--- src/hdl/pllc_pkg.sv ---
// constants, codes and types for the pll and low-power rc clock control block
// Operation
// - Tuning register writes are ignored unless the unlock was performed just before; here an unlock stays armed until the next tuning or pll write.
// - Each tuning step moves the fast rc away from factory calibration by one increment.
// - At power-on the low-power rc runs whenever the voltage regulator is enabled.
// - After power-up timer expiry it stays on for monitor, watchdog or select 100.
// - With no keep-alive condition the low-power rc is turned off after expiry.
// - Pll reference is the XT, HS or EC primary oscillator, or the fast rc.
// - Every reset copies multiplier and output divider defaults from config word two.
// - Pll input divider comes from the config word, or is forced to two in fast rc with pll mode, never from software.
// - Software can rewrite multiplier and output divider at run time.
// - Lock status bit five is driven low whenever the pll input clock changes.
// - Lock status sets on pll lock or on timer expiry, even without real lock.
// - Lock status clears at power-on reset and on switches to a pll source.
// - Lock status stays clear while a source without the pll is selected.
// - Lock status need not fall on lost lock; it holds until a clearing event.
// - Multiplier codes give 15..21,24; divider codes 000..011 give 1,2,4,8.
// - Output divider sits in bits 29:27 and is selectable at run time.
// - In fast rc with pll mode the input divider is forced to two.
// - Current oscillator select sits in bits 14:12.
`default_nettype none
package pllc_pkg;

  localparam int          TUNE_W        = 6;
  localparam int          TRIM_W        = 8;
  localparam logic [5:0]  TUNE_RST      = 6'h00;
  localparam logic [2:0]  MULT_RST      = 3'h0;
  localparam logic [2:0]  ODIV_RST      = 3'h0;
  localparam logic [2:0]  IDIV_RST      = 3'h0;
  localparam logic [2:0]  OSC_RST       = 3'h0;

  // current oscillator select codes
  localparam logic [2:0]  OSC_FASTRC_PLL = 3'h1;
  localparam logic [2:0]  OSC_POSC_PLL   = 3'h3;
  localparam logic [2:0]  OSC_LOWPWR_RC  = 3'h4;

  // primary oscillator modes
  localparam logic [1:0]  POSC_EC       = 2'h0;
  localparam logic [1:0]  POSC_XT       = 2'h1;
  localparam logic [1:0]  POSC_HS       = 2'h2;

  // input divider code that divides by two
  localparam logic [2:0]  IDIV_DIV2     = 3'h1;

  // control word field positions
  localparam int          ODIV_LSB      = 27;
  localparam int          MULT_LSB      = 16;
  localparam int          OSC_LSB       = 12;
  localparam int          LOCK_BIT      = 5;

  // lock timeout in reference clock cycles
  localparam int          LOCK_CYCLES_DEF = 2000;

  typedef enum logic {
    pllc_st_pwrup,
    pllc_st_run
  } pllc_lp_st_t;

endpackage
`default_nettype wire

--- src/hdl/pllc_lock_if.sv ---
// carrier between the control top and the lock tracker
`timescale 1ns/1ps
`default_nettype none
interface pllc_lock_if;
  logic restart;
  logic pll_used;
  logic lock_raw;
  logic lock;
  modport tracker (input restart, input pll_used, input lock_raw, output lock);
  modport ctrl    (output restart, output pll_used, output lock_raw, input lock);
endinterface
`default_nettype wire

--- src/hdl/pllc_top.sv ---
// pll and low-power rc clock control top
`timescale 1ns/1ps
`default_nettype none
module pllc_top #(
  parameter int LOCK_CYCLES = pllc_pkg::LOCK_CYCLES_DEF
) (
  // clock and reset
  input  wire logic                         ref_clk,
  input  wire logic                         nrst,
  // config word two
  input  wire logic [2:0]                   cfg_pll_idiv,
  input  wire logic [2:0]                   cfg_pll_mult,
  input  wire logic [2:0]                   cfg_pll_odiv,
  // straps and enables
  input  wire logic                         vreg_en,
  input  wire logic                         failsafe_mon_en,
  input  wire logic                         watchdog_en,
  // oscillator state
  input  wire logic [2:0]                   current_osc_select,
  input  wire logic [1:0]                   posc_mode,
  input  wire logic [pllc_pkg::TRIM_W-1:0]  factory_cal,
  // asynchronous status
  input  wire logic                         pwrup_tmr_done_a,
  input  wire logic                         pll_lock_a,
  // software writes
  input  wire logic                         sw_unlock,
  input  wire logic                         tune_wr,
  input  wire logic [pllc_pkg::TUNE_W-1:0]  tune_wdata,
  input  wire logic                         pll_wr,
  input  wire logic [2:0]                   pll_wr_mult,
  input  wire logic [2:0]                   pll_wr_odiv,
  // fast rc trim
  output logic [pllc_pkg::TUNE_W-1:0]       fast_rc_tuning_reg,
  output logic [pllc_pkg::TRIM_W-1:0]       fast_rc_trim,
  // low-power rc
  output logic                              lowpwr_rc_en,
  // pll setup
  output logic [2:0]                        pll_multiplier_code,
  output logic [2:0]                        pll_output_divider,
  output logic [4:0]                        pll_mult_factor,
  output logic [8:0]                        pll_div_factor,
  output logic [2:0]                        pll_idiv_code,
  output logic                              pll_ref_fast_rc,
  output logic                              pll_ref_valid,
  // status
  output logic                              pll_lock_status,
  output logic [31:0]                       oscillator_control_reg
);
  import pllc_pkg::*;

  function automatic logic [4:0] mult_of(input logic [2:0] c);
    mult_of = (c == 3'h7) ? 5'h18 : 5'(5'h0f + {2'h0, c});
  endfunction

  function automatic logic [8:0] div_of(input logic [2:0] c);
    div_of = (c == 3'h7) ? 9'h100 : 9'(9'h001 << c);
  endfunction

  // two-flop synchronisers for timer and lock
  logic [1:0] meta_q;
  logic [1:0] sync_q;
  always_ff @(posedge ref_clk or negedge nrst) begin
    if (!nrst) begin
      meta_q <= 2'h0;
      sync_q <= 2'h0;
    end else begin
      meta_q <= {pll_lock_a, pwrup_tmr_done_a};
      sync_q <= meta_q;
    end
  end
  wire pwrup_done = sync_q[0];

  // fast rc tuning guard
  logic              armed_q;
  logic [TUNE_W-1:0] tune_q;
  wire               tune_take = tune_wr && armed_q;
  always_ff @(posedge ref_clk or negedge nrst) begin
    if (!nrst) begin
      armed_q <= 1'b0;
    end else begin
      armed_q <= sw_unlock || (armed_q && !tune_wr && !pll_wr);
    end
  end
  always_ff @(posedge ref_clk or negedge nrst) begin
    if (!nrst) begin
      tune_q <= TUNE_RST;
    end else if (tune_take) begin
      tune_q <= tune_wdata;
    end
  end
  // signed step added to factory calibration; wraps if software pushes past range
  wire [TRIM_W-1:0] trim_d = factory_cal + {{(TRIM_W-TUNE_W){tune_q[TUNE_W-1]}}, tune_q};
  logic [TRIM_W-1:0] trim_q;
  always_ff @(posedge ref_clk or negedge nrst) begin
    if (!nrst) begin
      trim_q <= '0;
    end else begin
      trim_q <= trim_d;
    end
  end

  // low-power rc on/off
  pllc_lp_st_t st_q;
  logic        lp_en_q;
  wire         keep_alive = failsafe_mon_en || watchdog_en ||
                            (current_osc_select == OSC_LOWPWR_RC);
  wire         lp_en_d = (st_q == pllc_st_pwrup) ? vreg_en : keep_alive;
  always_ff @(posedge ref_clk or negedge nrst) begin
    if (!nrst) begin
      st_q <= pllc_st_pwrup;
    end else begin
      case (st_q)
        pllc_st_pwrup: begin
          if (pwrup_done) begin
            st_q <= pllc_st_run;
          end
        end
        pllc_st_run: st_q <= pllc_st_run;
        default:     st_q <= pllc_st_pwrup;
      endcase
    end
  end
  always_ff @(posedge ref_clk or negedge nrst) begin
    if (!nrst) begin
      lp_en_q <= 1'b0;
    end else begin
      lp_en_q <= lp_en_d;
    end
  end

  // pll divider and multiplier fields, loaded from config word after each reset
  logic       load_q;
  logic [2:0] mult_q;
  logic [2:0] odiv_q;
  logic [2:0] idiv_q;
  always_ff @(posedge ref_clk or negedge nrst) begin
    if (!nrst) begin
      load_q <= 1'b1;
    end else begin
      load_q <= 1'b0;
    end
  end
  always_ff @(posedge ref_clk or negedge nrst) begin
    if (!nrst) begin
      mult_q <= MULT_RST;
      odiv_q <= ODIV_RST;
    end else if (load_q) begin
      mult_q <= cfg_pll_mult;
      odiv_q <= cfg_pll_odiv;
    end else if (pll_wr) begin
      mult_q <= pll_wr_mult;
      odiv_q <= pll_wr_odiv;
    end
  end
  // no software path reaches the input divider
  wire [2:0] idiv_d = (current_osc_select == OSC_FASTRC_PLL) ? IDIV_DIV2 : cfg_pll_idiv;
  always_ff @(posedge ref_clk or negedge nrst) begin
    if (!nrst) begin
      idiv_q <= IDIV_RST;
    end else begin
      idiv_q <= idiv_d;
    end
  end

  // reference selection
  wire posc_ok   = (posc_mode == POSC_EC) || (posc_mode == POSC_XT) ||
                   (posc_mode == POSC_HS);
  wire use_fast  = (current_osc_select == OSC_FASTRC_PLL);
  wire use_posc  = (current_osc_select == OSC_POSC_PLL);
  wire ref_ok_d  = use_fast || (use_posc && posc_ok);
  logic ref_fast_q;
  logic ref_ok_q;
  always_ff @(posedge ref_clk or negedge nrst) begin
    if (!nrst) begin
      ref_fast_q <= 1'b0;
      ref_ok_q   <= 1'b0;
    end else begin
      ref_fast_q <= use_fast;
      ref_ok_q   <= ref_ok_d;
    end
  end

  // lock tracking: any change of the selected source restarts it
  logic [2:0] osc_prev_q;
  always_ff @(posedge ref_clk or negedge nrst) begin
    if (!nrst) begin
      osc_prev_q <= OSC_RST;
    end else begin
      osc_prev_q <= current_osc_select;
    end
  end
  pllc_lock_if lk_if ();
  assign lk_if.restart  = (osc_prev_q != current_osc_select);
  assign lk_if.pll_used = use_fast || use_posc;
  assign lk_if.lock_raw = sync_q[1];

  pllc_lock #(.LOCK_CYCLES(LOCK_CYCLES)) u_lock (
    .ref_clk (ref_clk),
    .nrst    (nrst),
    .lk      (lk_if.tracker)
  );

  // outputs
  assign fast_rc_tuning_reg  = tune_q;
  assign fast_rc_trim        = trim_q;
  assign lowpwr_rc_en        = lp_en_q;
  assign pll_multiplier_code = mult_q;
  assign pll_output_divider  = odiv_q;
  assign pll_mult_factor     = mult_of(mult_q);
  assign pll_div_factor      = div_of(odiv_q);
  assign pll_idiv_code       = idiv_q;
  assign pll_ref_fast_rc     = ref_fast_q;
  assign pll_ref_valid       = ref_ok_q;
  assign pll_lock_status     = lk_if.lock;
  always_comb begin
    oscillator_control_reg = 32'h0000_0000;
    oscillator_control_reg[ODIV_LSB +: 3] = odiv_q;
    oscillator_control_reg[MULT_LSB +: 3] = mult_q;
    oscillator_control_reg[OSC_LSB +: 3]  = osc_prev_q;
    oscillator_control_reg[LOCK_BIT]      = lk_if.lock;
  end

  a_tune_guard: assert property (@(posedge ref_clk) disable iff (!nrst)
    tune_wr && !armed_q |=> $stable(fast_rc_tuning_reg))
    else $error("tuning written without unlock");
  a_tune_take: assert property (@(posedge ref_clk) disable iff (!nrst)
    sw_unlock ##1 tune_wr |=> fast_rc_tuning_reg == $past(tune_wdata))
    else $error("unlocked tuning write lost");
  a_cfg_load: assert property (@(posedge ref_clk) disable iff (!nrst)
    load_q |=> pll_multiplier_code == $past(cfg_pll_mult) &&
               pll_output_divider == $past(cfg_pll_odiv))
    else $error("config defaults not loaded");
  a_idiv_force: assert property (@(posedge ref_clk) disable iff (!nrst)
    current_osc_select == OSC_FASTRC_PLL |=> pll_idiv_code == IDIV_DIV2)
    else $error("input divider not forced to two");
  a_lp_keep: assert property (@(posedge ref_clk) disable iff (!nrst)
    st_q == pllc_st_run && watchdog_en |=> lowpwr_rc_en)
    else $error("low-power rc dropped while kept alive");
  a_lp_off: assert property (@(posedge ref_clk) disable iff (!nrst)
    st_q == pllc_st_run && !keep_alive |=> !lowpwr_rc_en)
    else $error("low-power rc left on");
  a_lp_pwrup: assert property (@(posedge ref_clk) disable iff (!nrst)
    st_q == pllc_st_pwrup && vreg_en |=> lowpwr_rc_en)
    else $error("low-power rc off during power-up");
  a_ratio_map: assert property (@(posedge ref_clk) disable iff (!nrst)
    pll_output_divider == 3'h3 |-> pll_div_factor == 9'h008)
    else $error("divider code 011 not divide by eight");
  a_lock_gone: assert property (@(posedge ref_clk) disable iff (!nrst)
    !use_fast && !use_posc ##1 !use_fast && !use_posc |-> !pll_lock_status)
    else $error("lock status set with non-pll source");

endmodule
`default_nettype wire

--- src/hdl/pllc_lock.sv ---
// pll lock status tracker with start-up timeout
`timescale 1ns/1ps
`default_nettype none
module pllc_lock #(
  parameter int LOCK_CYCLES = pllc_pkg::LOCK_CYCLES_DEF
) (
  // clock and reset
  input wire logic     ref_clk,
  input wire logic     nrst,
  // lock handshake
  pllc_lock_if.tracker lk
);
  import pllc_pkg::*;

  localparam int CW = $clog2(LOCK_CYCLES + 1);

  logic [CW-1:0] count_q;
  logic          lock_q;
  wire           timeout = (count_q == CW'(LOCK_CYCLES));
  wire           clr     = lk.restart || !lk.pll_used;

  always_ff @(posedge ref_clk or negedge nrst) begin
    if (!nrst) begin
      count_q <= '0;
    end else if (clr) begin
      count_q <= '0;
    end else if (!timeout) begin
      count_q <= count_q + 1'b1;
    end
  end

  // a clearing event beats a same-cycle lock report: the input clock just changed
  always_ff @(posedge ref_clk or negedge nrst) begin
    if (!nrst) begin
      lock_q <= 1'b0;
    end else if (clr) begin
      lock_q <= 1'b0;
    end else if (lk.lock_raw || timeout) begin
      lock_q <= 1'b1;
    end
  end

  assign lk.lock = lock_q;

  a_lock_clear: assert property (@(posedge ref_clk) disable iff (!nrst)
    clr |=> !lk.lock) else $error("lock status not cleared");
  a_lock_hold: assert property (@(posedge ref_clk) disable iff (!nrst)
    lk.lock && !clr |=> lk.lock) else $error("lock status dropped without cause");
  a_lock_cause: assert property (@(posedge ref_clk) disable iff (!nrst)
    $rose(lk.lock) |-> $past(lk.lock_raw) || $past(timeout))
    else $error("lock status set without cause");

endmodule
`default_nettype wire

--- config.mk ---
export PLATFORM = sky130hd
export DESIGN_NAME = pllc_top
export DESIGN_NICKNAME = d
export VERILOG_FILES = /design/src/hdl/pllc_pkg.sv /design/src/hdl/pllc_lock_if.sv /design/src/hdl/pllc_top.sv /design/src/hdl/pllc_lock.sv
export SDC_FILE = /design/constraint.sdc
export NUM_CORES = 1
export LEC_CHECK = 0
export BUFFER_PORTS_ARGS = -buffer_cell sky130_fd_sc_hd__buf_4
export CAP_MARGIN = 5
export CORE_MARGIN = 3
export CORE_UTILIZATION = 35
export DETAILED_ROUTE_END_ITERATION = 7
export HOLD_SLACK_MARGIN = 0.06
export PLACE_DENSITY = 0.68
export SLEW_MARGIN = 20
export SYNTH_ARGS = -nofsm -noshare
export SYNTH_HDL_FRONTEND = slang
export SYNTH_HIERARCHICAL = 1
export SYNTH_SLANG_ARGS = --single-unit
--- constraint.sdc ---
create_clock -name ref_clk -period 5 [get_ports ref_clk]
set_input_delay 0 -clock ref_clk [delete_from_list [all_inputs] [get_ports ref_clk]]
set_output_delay 0 -clock ref_clk [all_outputs]
set_load 0.02 [all_outputs]
==> flow_metrics.env, run 1 <==
export IMPL_status="completed"
export IMPL_synth_compound_area_share=0.106
export IMPL_grt_pass1_vias=2135
export IMPL_drt_iter0_drc=77
export IMPL_post_route_period_util=0.365
export IMPL_via_per_inst=4.53
export IMPL_synth_edff_count=0
export IMPL_antenna_left=0
export IMPL_initial_core_util=0.367
export IMPL_setup_viol=0
export IMPL_num_vias=2097
export IMPL_pin_count=117
export IMPL_yosysUniqueCellTypes=47
export IMPL_crit_path_end_kind="flip-flop"
export IMPL_area_sequential_mm2=0.00120
export IMPL_clockBufferDepth=2
export IMPL_critical_path_arrival_ns=2.05
export IMPL_hold_viol_final=0
export IMPL_synth_top_family_by_area="simple AND/OR/NAND/NOR gates"
export IMPL_drive_gt1_frac=0.319
export IMPL_setup_worst_path_start="fast_rc_tuning_reg[0]"
export IMPL_holdPathEnd="fast_rc_trim[2]"
export IMPL_fin_setup_tns_ns=0
export IMPL_drv_slew=0
export IMPL_grt_max_degree=49
export IMPL_drc_errors=0
export IMPL_slowest_stage="dfrtp_1"
export IMPL_largest_reg_flops=11
export IMPL_cts_tree="built"
export IMPL_wirelength_um=5730
export IMPL_worstSetupPathType="flip-flop to flip-flop"
export IMPL_finalClockSkew_ns=0.00886
export IMPL_synthAdderAreaFrac=0.0573
export IMPL_irDropWorstVdd_v=0.000153
export IMPL_cp_required_ns=5.23
export IMPL_ys_seq_area_frac=0.475
export IMPL_fill_cells=634
export IMPL_dieHeight_um=91.1
export IMPL_multiInputGateArea_mm2=0.00112
export IMPL_dp_hpwl_um=4040
export IMPL_fin_nets=421
export IMPL_min_from="factory_cal[2]"
export IMPL_postSynthCellCount=244
export IMPL_clk_pin_slew_worst_paths_ns=0.09
export IMPL_reg2reg_to="fast_rc_trim[6]"
export IMPL_syn_mean_instance_area_um2=10.4
export IMPL_fmaxAchievable_ghz=0.548
export IMPL_num_rows=30
export IMPL_r2r_cells=7
export IMPL_place_congestion=0.748
export IMPL_max_stage_delay_ns=0.42
export IMPL_worstReg2RegStart="fast_rc_tuning_reg[0]"
export IMPL_core_mm2=0.00691
export IMPL_wire_per_inst_um=12.4
export IMPL_yosys_register_bits=48
export IMPL_p_leak_nw=1.71
export IMPL_overflow=0
export IMPL_power_density_mw_per_mm2=295
export IMPL_power_mw=1.08
export IMPL_h_tree_depth=2
export IMPL_chipWidth_um=91.1
export IMPL_cp_cell_sequence="ha_1 -> inv_1 -> fa_1 -> nor2b_4 -> o31a_1 -> or4_1 -> nand3_1"
export IMPL_synth_area_mm2=0.00253
export IMPL_max_slew_worst_pin_slew_ns=0.598
export IMPL_cap_violations=0
export IMPL_crit_family="simple AND/OR/NAND/NOR gates"
export IMPL_antenna_cells=0
export IMPL_cts_buffers=5
export IMPL_async_reset_ff_frac=1.00
export IMPL_clkSinkCount=48
export IMPL_start_kind="flip-flop"
export IMPL_crit_fanout=3
export IMPL_hold_class="input port to flip-flop"
export IMPL_ys_warn_count=6
export IMPL_grt_antenna_before_repair=0
export IMPL_min_path_cells=3
export IMPL_path_buf_inv=1
export IMPL_synth_mux_area_fraction=0.0583
export IMPL_relSlewSlack=0.602
export IMPL_fin_crit_ns=1.82
export IMPL_cts_root_buffer_cell="clkbuf_8"
export IMPL_grt_pass1_wl_um=9760
export IMPL_synth_flop_cell="dfrtp_1"
export IMPL_r2r_slack_ns=3.18
export IMPL_yosys_area_share_simple=0.153
export IMPL_dieArea_mm2=0.00830
export IMPL_track_usage=0.141
export IMPL_synthXorXnorAreaFrac=0.0311
export IMPL_syn_to_final_growth_pct=44.1
export IMPL_numPortBuffers=93
export IMPL_rsz0062_at_grt="false"
export IMPL_clkLatencyLatePin_ns=0.29
export IMPL_drt_first_pass_iters=4
Yosys cell counts, types with 2 or more instances:
cell type  instances  area [um^2]
a211oi_1           3         22.5
xnor2_1            7         61.3
nand2_1           19         71.3
a21o_1             2         15.0
or2_2              3         18.8
nor3_1             2         10.0
mux2_2             6         67.6
nor2_1            10         37.5
or4_1              4         30.0
a31oi_1            2         12.5
o31ai_1            3         22.5
nand2b_1           3         18.8
clkbuf_1           6         22.5
dfrtp_1           47         1180
a21oi_1           13         65.1
o21ai_0           13         65.1
mux2i_1            8         80.1
buf_4             30          225
nand3_1            6         30.0
xor2_1             2         17.5
ha_1              10          125
nor3b_1            3         22.5
o31a_1             2         17.5
nor2b_1            3         18.8
and3_1             2         12.5
inv_1             14         52.6
timing repair:
| action | CTS | global route |
|---|---|---|
| endpoints found under the hold margin | 73 | 0 |
| endpoints found under the setup margin | 0 | 0 |
| resized for setup | 0 | 0 |
| buffers inserted | 0 | 0 |
| hold buffers | 35 | 0 |
cells in the final DEF (no fill, tap or decap), types with 3 or more instances in the layout:
master         instances
ha_1                  10
clkbuf_8               5
or2_2                  3
dfrtp_1               47
or4_1                  4
mux2_2                 6
buf_4                 93
o21ai_0               13
inv_1                 14
nor3b_1                3
nor2_1                10
a21oi_1               13
nand3_1                6
o31ai_1                3
nor2b_1                3
conb_1                24
nand2_1               19
xnor2_1                7
a211oi_1               3
dlygate4sd3_1         35
mux2i_1                8
nand2b_1               3
logic make-up (layout without fill, tap and decap cells):
group,count (synthesis),count (layout)
DFF,48,48
buffers and inverters,50,150
AOI/OAI and AO/OA,44,44
xor gates and xnor gates,9,9
and+or+nand+nor,67,67
muxes,14,14
adders and majority gates,11,11
other,1,24
worst max path at each step:
stage | slack [ns] | cells past startpoint | end
after floorplan | 3.19 | 7 | fast_rc_trim[6]
after global placement | 3.26 | 7 | fast_rc_trim[6]
after global routing | 3.08 | 7 | fast_rc_trim[6]
final | 3.18 | 7 | fast_rc_trim[6]
after detailed placement | 3.21 | 7 | fast_rc_trim[6]
after CTS | 3.18 | 7 | fast_rc_trim[6]
tightest hold or removal path, stage by stage:
cell     delay, ns
buf_4         0.08
ha_1          0.19
xnor2_1       0.09
per-stage QoR:
stage / cell area (um^2) / util / hold WS (ns) / cells / setup WS [ns]
5_1_grt: 3650 / 0.529 / 0.101 / 463 / 3.08
2_1_floorplan: 2620 / - / -0.296 / 267 / 3.19
4_1_cts: 3650 / 0.529 / 0.0962 / 463 / 3.18
3_5_place_dp: 3190 / 0.462 / 0.0555 / 420 / 3.21
6_report: 3650 / 0.529 / 0.114 / 463 / 3.18
3_3_place_gp: 3190 / 0.462 / 0.0579 / 420 / 3.26
power by group:
group	internal, mW	switching (mW)
sequential	0.429	0.0300
clock	0.148	0.130
combinational	0.161	0.178
layout make-up:
type / instances / share of cell area
timing repair buffer: 128 / 0.287
clock buffer: 5 / 0.0188
sequential: 48 / 0.329
multi-input combinational: 169 / 0.306
tap: 96 / 0.0329
clock inverter: 3 / 0.0116
inverter: 14 / 0.0144
routing by layer:
| metal | global-route usage | share of wire |
|---|---|---|
| met3 | 0.0481 | 0.054 |
| met4 | 0.0201 | 0.0073 |
| met1 | 0.165 | 0.40 |
| met5 | 0 | 0 |
| met2 | 0.255 | 0.54 |
No activity file was read; power rests on OpenSTA's default activity.
==> inputs of run 2 (changes only) <==
==> constraint.sdc (replaced) <==
create_clock -name ref_clk -period 1.9 [get_ports ref_clk]
set_input_delay 0 -clock ref_clk [delete_from_list [all_inputs] [get_ports ref_clk]]
set_output_delay 0 -clock ref_clk [all_outputs]
set_load 0.02 [all_outputs]
==> run 2 against run 1 <==
Wire length is 2.9% lower; highest routed layer unchanged; sequential share of layout area is 0.45 points lower; clock skew is 0.0054 ns lower; setup slack worse by 3.1 ns; non-clock buffer count stayed put; global-route usage is 0.34 points lower; combinational power grew to 2.6 times the previous value; flip-flop and latch count stayed put; die area stayed put.
==> flow_metrics.env, run 2 (synthesis gave the netlist of run 1 again) <==
export IMPL_crit_path_end_kind="flip-flop"
export IMPL_crit_fanout=3
export IMPL_status="completed"
export IMPL_final_area_mm2=0.00370
export IMPL_fin_cells=463
export IMPL_cts_tree="built"
export IMPL_hold_viol_final=0
export IMPL_final_common_cell="buf_4"
export IMPL_fin_nets=421
export IMPL_wirelength_um=5560
export IMPL_p_leak_nw=1.74
export IMPL_slowest_stage="dfrtp_1"
export IMPL_finalClockSkew_ns=0.00349
export IMPL_overflow=0
export IMPL_fin_setup_tns_ns=0
export IMPL_dp_hpwl_um=4050
export IMPL_relSlewSlack=0.600
export IMPL_drc_errors=0
export IMPL_layout_common_cells="buf_4 (93), dfrtp_1 (47), dlygate4sd3_1 (35)"
export IMPL_drt_first_pass_iters=4
export IMPL_irDropWorstVdd_v=0.000402
export IMPL_initial_core_util=0.367
export IMPL_rsz0062_at_grt="false"
export IMPL_num_vias=2078
export IMPL_clockBufferDepth=2
export IMPL_max_slew_worst_pin_slew_ns=0.600
export IMPL_critical_path_arrival_ns=2.04
export IMPL_core_mm2=0.00691
export IMPL_power_density_mw_per_mm2=840
export IMPL_cp_cell_sequence="ha_1 -> inv_1 -> fa_2 -> nor2b_4 -> o31a_1 -> or4_1 -> nand3_1"
export IMPL_pre_cts_slack_ns=0.106
export IMPL_cap_violations=0
export IMPL_fmaxAchievable_ghz=0.557
export IMPL_syn_to_final_growth_pct=46.1
export IMPL_numPortBuffers=93
export IMPL_dpl_cell_count=420
export IMPL_setup_viol=0
export IMPL_worstSetupPathType="flip-flop to flip-flop"
export IMPL_cp_required_ns=2.14
export IMPL_drv_slew=0
export IMPL_dieHeight_um=91.1
export IMPL_wire_per_inst_um=12.0
export IMPL_chipWidth_um=91.1
export IMPL_setup_slack_ns=0.103
export IMPL_grt_max_degree=49
export IMPL_max_stage_delay_ns=0.41
export IMPL_hold_class="input port to flip-flop"
export IMPL_h_tree_depth=2
export IMPL_drive_gt1_frac=0.322
export IMPL_drt_iter0_drc=82
export IMPL_grt_pass1_vias=2127
export IMPL_antenna_cells=0
export IMPL_place_area_mm2=0.00319
export IMPL_grt_antenna_before_repair=0
export IMPL_via_per_inst=4.49
export IMPL_cts_setup_buffers=0
export IMPL_start_kind="flip-flop"
export IMPL_antenna_left=0
export IMPL_clkLatencyLatePin_ns=0.30
export IMPL_clkSinkCount=48
export IMPL_post_route_period_util=0.946
export IMPL_cts_buffers=5
export IMPL_num_rows=30
export IMPL_track_usage=0.138
export IMPL_cts_root_buffer_cell="clkbuf_8"
export IMPL_dieArea_mm2=0.00830
export IMPL_clk_pin_slew_worst_paths_ns=0.09
export IMPL_grt_pass1_wl_um=9560
export IMPL_fin_crit_ns=1.80
export IMPL_pin_count=117
export IMPL_place_congestion=0.748
export IMPL_largest_reg_flops=11
-- run 2: cell types whose count changed in the layout (fill, tap and decap cells not counted), sizes merged --
cell      before  now
bufinv         1    3
clkinv         1    0
clkinvlp       1    0
-- run 2: cell type report --
| cell class | count | area (um^2) |
|---|---|---|
| clock buffer | 5 | 68.8 |
| timing repair buffer | 128 | 1050 |
| sequential | 48 | 1200 |
| clock inverter | 3 | 90.1 |
| inverter | 14 | 52.6 |
| multi-input combinational | 169 | 1120 |
| fill | 641 | 3200 |
| tap | 96 | 120 |
-- run 2: repair_timing --
| item | 4_1_cts | 5_1_grt |
|---|---|---|
| hold endpoints to repair | 73 | 0 |
| resized for setup | 0 | 1 |
| hold buffers | 35 | 0 |
| setup endpoints to repair | 0 | 1 |
-- run 2: path summary, 6_finish.rpt --
check	start	endpoint	slack, ns	cells past startpoint
min in group asynchronous	nrst	lowpwr_rc_en	0.25	2
setup / recovery	fast_rc_tuning_reg[0]	fast_rc_trim[6]	0.10	7
hold reg to reg	meta_q[0]	sync_q[0]	0.36	0
setup reg to reg	fast_rc_tuning_reg[0]	fast_rc_trim[6]	0.10	7
max in group asynchronous	nrst	fast_rc_trim[1]	1.25	2
hold / removal	factory_cal[2]	fast_rc_trim[2]	0.1	3
-- run 2: critical path, delay by kind of cell, from the launching register on --
kind / cells / cell delay, ns
AO/OA/AOI/OAI: 1 / 0.26
adder cells (fa/ha/maj): 2 / 0.44
buffers and inverters: 1 / 0.07
flip-flops: 1 / 0.41
AND/OR/NAND/NOR: 3 / 0.56
-- run 2: power by group --
part / switching [mW] / internal [mW]
sequential: 0.0757 / 1.13
clock: 0.354 / 0.658
combinational: 0.467 / 0.425
total: 0.897 / 2.21
-- run 2: stage by stage --
stage / utilization / power [mW] / hold WS [ns]
floorplan: - / 1.74 / -0.296
finish: 0.536 / 3.11 / 0.0995
global route: 0.536 / 3.27 / 0.0982
global placement: 0.462 / 2.05 / 0.0578
detailed placement: 0.462 / 2.06 / 0.0571
CTS: 0.536 / 3.14 / 0.0924
-- run 2: metal layers --
layer / part of all wire / vias to the layer above / track usage / wire length (um)
met5: 0 / - / 0 / 0
met1: 0.40 / 990 / 0.158 / 2230
met4: 0.0059 / 0 / 0.0264 / 33
met3: 0.060 / 3 / 0.0389 / 334
li1: - / 1025 / - / -
met2: 0.53 / 60 / 0.254 / 2960
==> inputs of run 3 (changes only) <==
--- a/config.mk
+++ b/config.mk
@@ -8,10 +8,10 @@
 export BUFFER_PORTS_ARGS = -buffer_cell sky130_fd_sc_hd__buf_4
 export CAP_MARGIN = 5
 export CORE_MARGIN = 3
-export CORE_UTILIZATION = 35
+export CORE_UTILIZATION = 47
 export DETAILED_ROUTE_END_ITERATION = 7
 export HOLD_SLACK_MARGIN = 0.06
-export PLACE_DENSITY = 0.68
+export PLACE_DENSITY = 0.85
 export SLEW_MARGIN = 20
 export SYNTH_ARGS = -nofsm -noshare
 export SYNTH_HDL_FRONTEND = slang
==> run 3 against run 2 <==
Non-clock buffer count unchanged; cell area fell by 2.6%; critical path depth is the same; wire length rose by 9.3%.
==> flow_metrics.env, run 3 (synthesis gave the netlist of run 1 again) <==
export IMPL_clk_pin_slew_worst_paths_ns=0.08
export IMPL_antenna_cells=0
export IMPL_num_vias=2122
export IMPL_cts_tree="built"
export IMPL_drv_slew=0
export IMPL_fin_nets=421
export IMPL_start_kind="flip-flop"
export IMPL_crit_fanout=3
export IMPL_pin_count=117
export IMPL_clockBufferDepth=2
export IMPL_worstReg2RegStart="fast_rc_tuning_reg[0]"
export IMPL_track_usage=0.199
export IMPL_drive_gt1_frac=0.319
export IMPL_power_density_mw_per_mm2=761
export IMPL_dpl_cell_count=394
export IMPL_finalClockSkew_ns=0.00403
export IMPL_p_leak_nw=1.70
export IMPL_cts_root_buffer_cell="clkbuf_8"
export IMPL_reg2reg_to="fast_rc_trim[6]"
export IMPL_cts_buffers=5
export IMPL_num_rows=26
export IMPL_rsz0062_at_grt="false"
export IMPL_largest_reg_flops=11
export IMPL_drt_iter0_drc=52
export IMPL_min_from="factory_cal[2]"
export IMPL_grt_max_degree=49
export IMPL_fin_setup_tns_ns=0
export IMPL_fill_cells=373
export IMPL_clkLatencyLatePin_ns=0.29
export IMPL_h_tree_depth=2
export IMPL_area_sequential_mm2=0.00120
export IMPL_relSlewSlack=0.618
export IMPL_fmaxAchievable_ghz=0.549
export IMPL_hold_viol_final=0
export IMPL_hold_class="input port to flip-flop"
export IMPL_post_route_period_util=0.959
export IMPL_dp_hpwl_um=4110
export IMPL_critical_path_arrival_ns=2.06
export IMPL_status="completed"
export IMPL_dieHeight_um=79.4
export IMPL_r2r_slack_ns=0.08
export IMPL_layout_common_cells="buf_4 (93), dfrtp_1 (47), dlygate4sd3_1 (35)"
export IMPL_drc_errors=0
export IMPL_fin_cells=437
export IMPL_clkSinkCount=48
export IMPL_wire_per_inst_um=13.9
export IMPL_irDropWorstVdd_v=0.000501
export IMPL_initial_core_util=0.490
export IMPL_multiInputGateArea_mm2=0.00112
export IMPL_crit_path_end_kind="flip-flop"
export IMPL_grt_antenna_before_repair=0
export IMPL_grt_pass1_vias=2141
export IMPL_dieArea_mm2=0.00631
export IMPL_via_per_inst=4.86
export IMPL_holdPathEnd="fast_rc_trim[2]"
export IMPL_fin_crit_ns=1.82
export IMPL_grt_pass1_wl_um=9860
export IMPL_wirelength_um=6080
export IMPL_syn_to_final_growth_pct=42.3
export IMPL_cap_violations=0
export IMPL_core_mm2=0.00517
export IMPL_numPortBuffers=93
export IMPL_drt_first_pass_iters=4
export IMPL_cp_required_ns=2.13
export IMPL_setup_viol=0
export IMPL_place_congestion=0.863
export IMPL_min_path_cells=3
export IMPL_cts_setup_buffers=0
export IMPL_worstSetupPathType="flip-flop to flip-flop"
export IMPL_max_slew_worst_pin_slew_ns=0.573
export IMPL_chipWidth_um=79.4
export IMPL_final_common_cell="buf_4"
export IMPL_antenna_left=0
export IMPL_r2r_cells=7
export IMPL_overflow=0
==> run 3: timing repair <==
| action | 4_1_cts | 5_1_grt |
|---|---|---|
| resized for setup | 0 | 1 |
| hold endpoints to repair | 73 | 0 |
| hold buffers | 35 | 0 |
| setup endpoints to repair | 0 | 1 |
==> run 3: critical path: stages (launching register included) <==
cell and delay [ns]:
dfrtp_1 0.41, ha_1 0.22, inv_1 0.08, fa_2 0.24, nor2b_4 0.05, o31a_1 0.26, or4_1 0.40, nand3_1 0.09
==> run 3: how the worst max path moves through the flow <==
stage | end | startpoint | depth (start not counted)
2_1_floorplan | fast_rc_trim[6] | fast_rc_tuning_reg[0] | 7
3_3_place_gp | fast_rc_trim[6] | fast_rc_tuning_reg[0] | 7
3_5_place_dp | fast_rc_trim[6] | fast_rc_tuning_reg[0] | 7
4_1_cts | fast_rc_trim[6] | fast_rc_tuning_reg[0] | 7
5_1_grt | fast_rc_trim[6] | fast_rc_tuning_reg[0] | 7
6_report | fast_rc_trim[6] | fast_rc_tuning_reg[0] | 7
==> run 3: layer usage <==
| layer | routed length, um | track usage |
|---|---|---|
| met5 | 0 | 0 |
| met4 | 86 | 0.0567 |
| met3 | 351 | 0.0474 |
| met2 | 3350 | 0.378 |
| met1 | 2290 | 0.217 |
==> run 3: stage by stage <==
step	setup slack (ns)	area [um^2]	power (mW)	hold WS (ns)	utilization
after floorplan	0.0927	2620	1.74	-0.296	-
after global placement	0.161	3160	2.04	0.0401	0.611
after detailed placement	0.0800	3160	2.07	0.0455	0.611
after CTS	0.0600	3600	2.74	0.121	0.696
after global routing	0.0104	3600	2.89	0.132	0.697
final	0.0770	3600	2.74	0.123	0.697
==> run 3: area by class of cell <==
| class | instances | share of cell area |
|---|---|---|
| timing repair buffer | 128 | 0.291 |
| inverter | 14 | 0.0146 |
| tap | 70 | 0.0243 |
| sequential | 48 | 0.334 |
| multi-input combinational | 169 | 0.311 |
| clock buffer | 7 | 0.0239 |
| clock inverter | 1 | 0.00208 |
==> run 3: power breakdown <==
part | internal, mW | switching (mW) | total (mW) | leakage [nW]
combinational | 0.427 | 0.485 | 0.912 | 1.07
sequential | 1.13 | 0.0788 | 1.21 | 0.586
clock | 0.296 | 0.328 | 0.624 | 0.0445
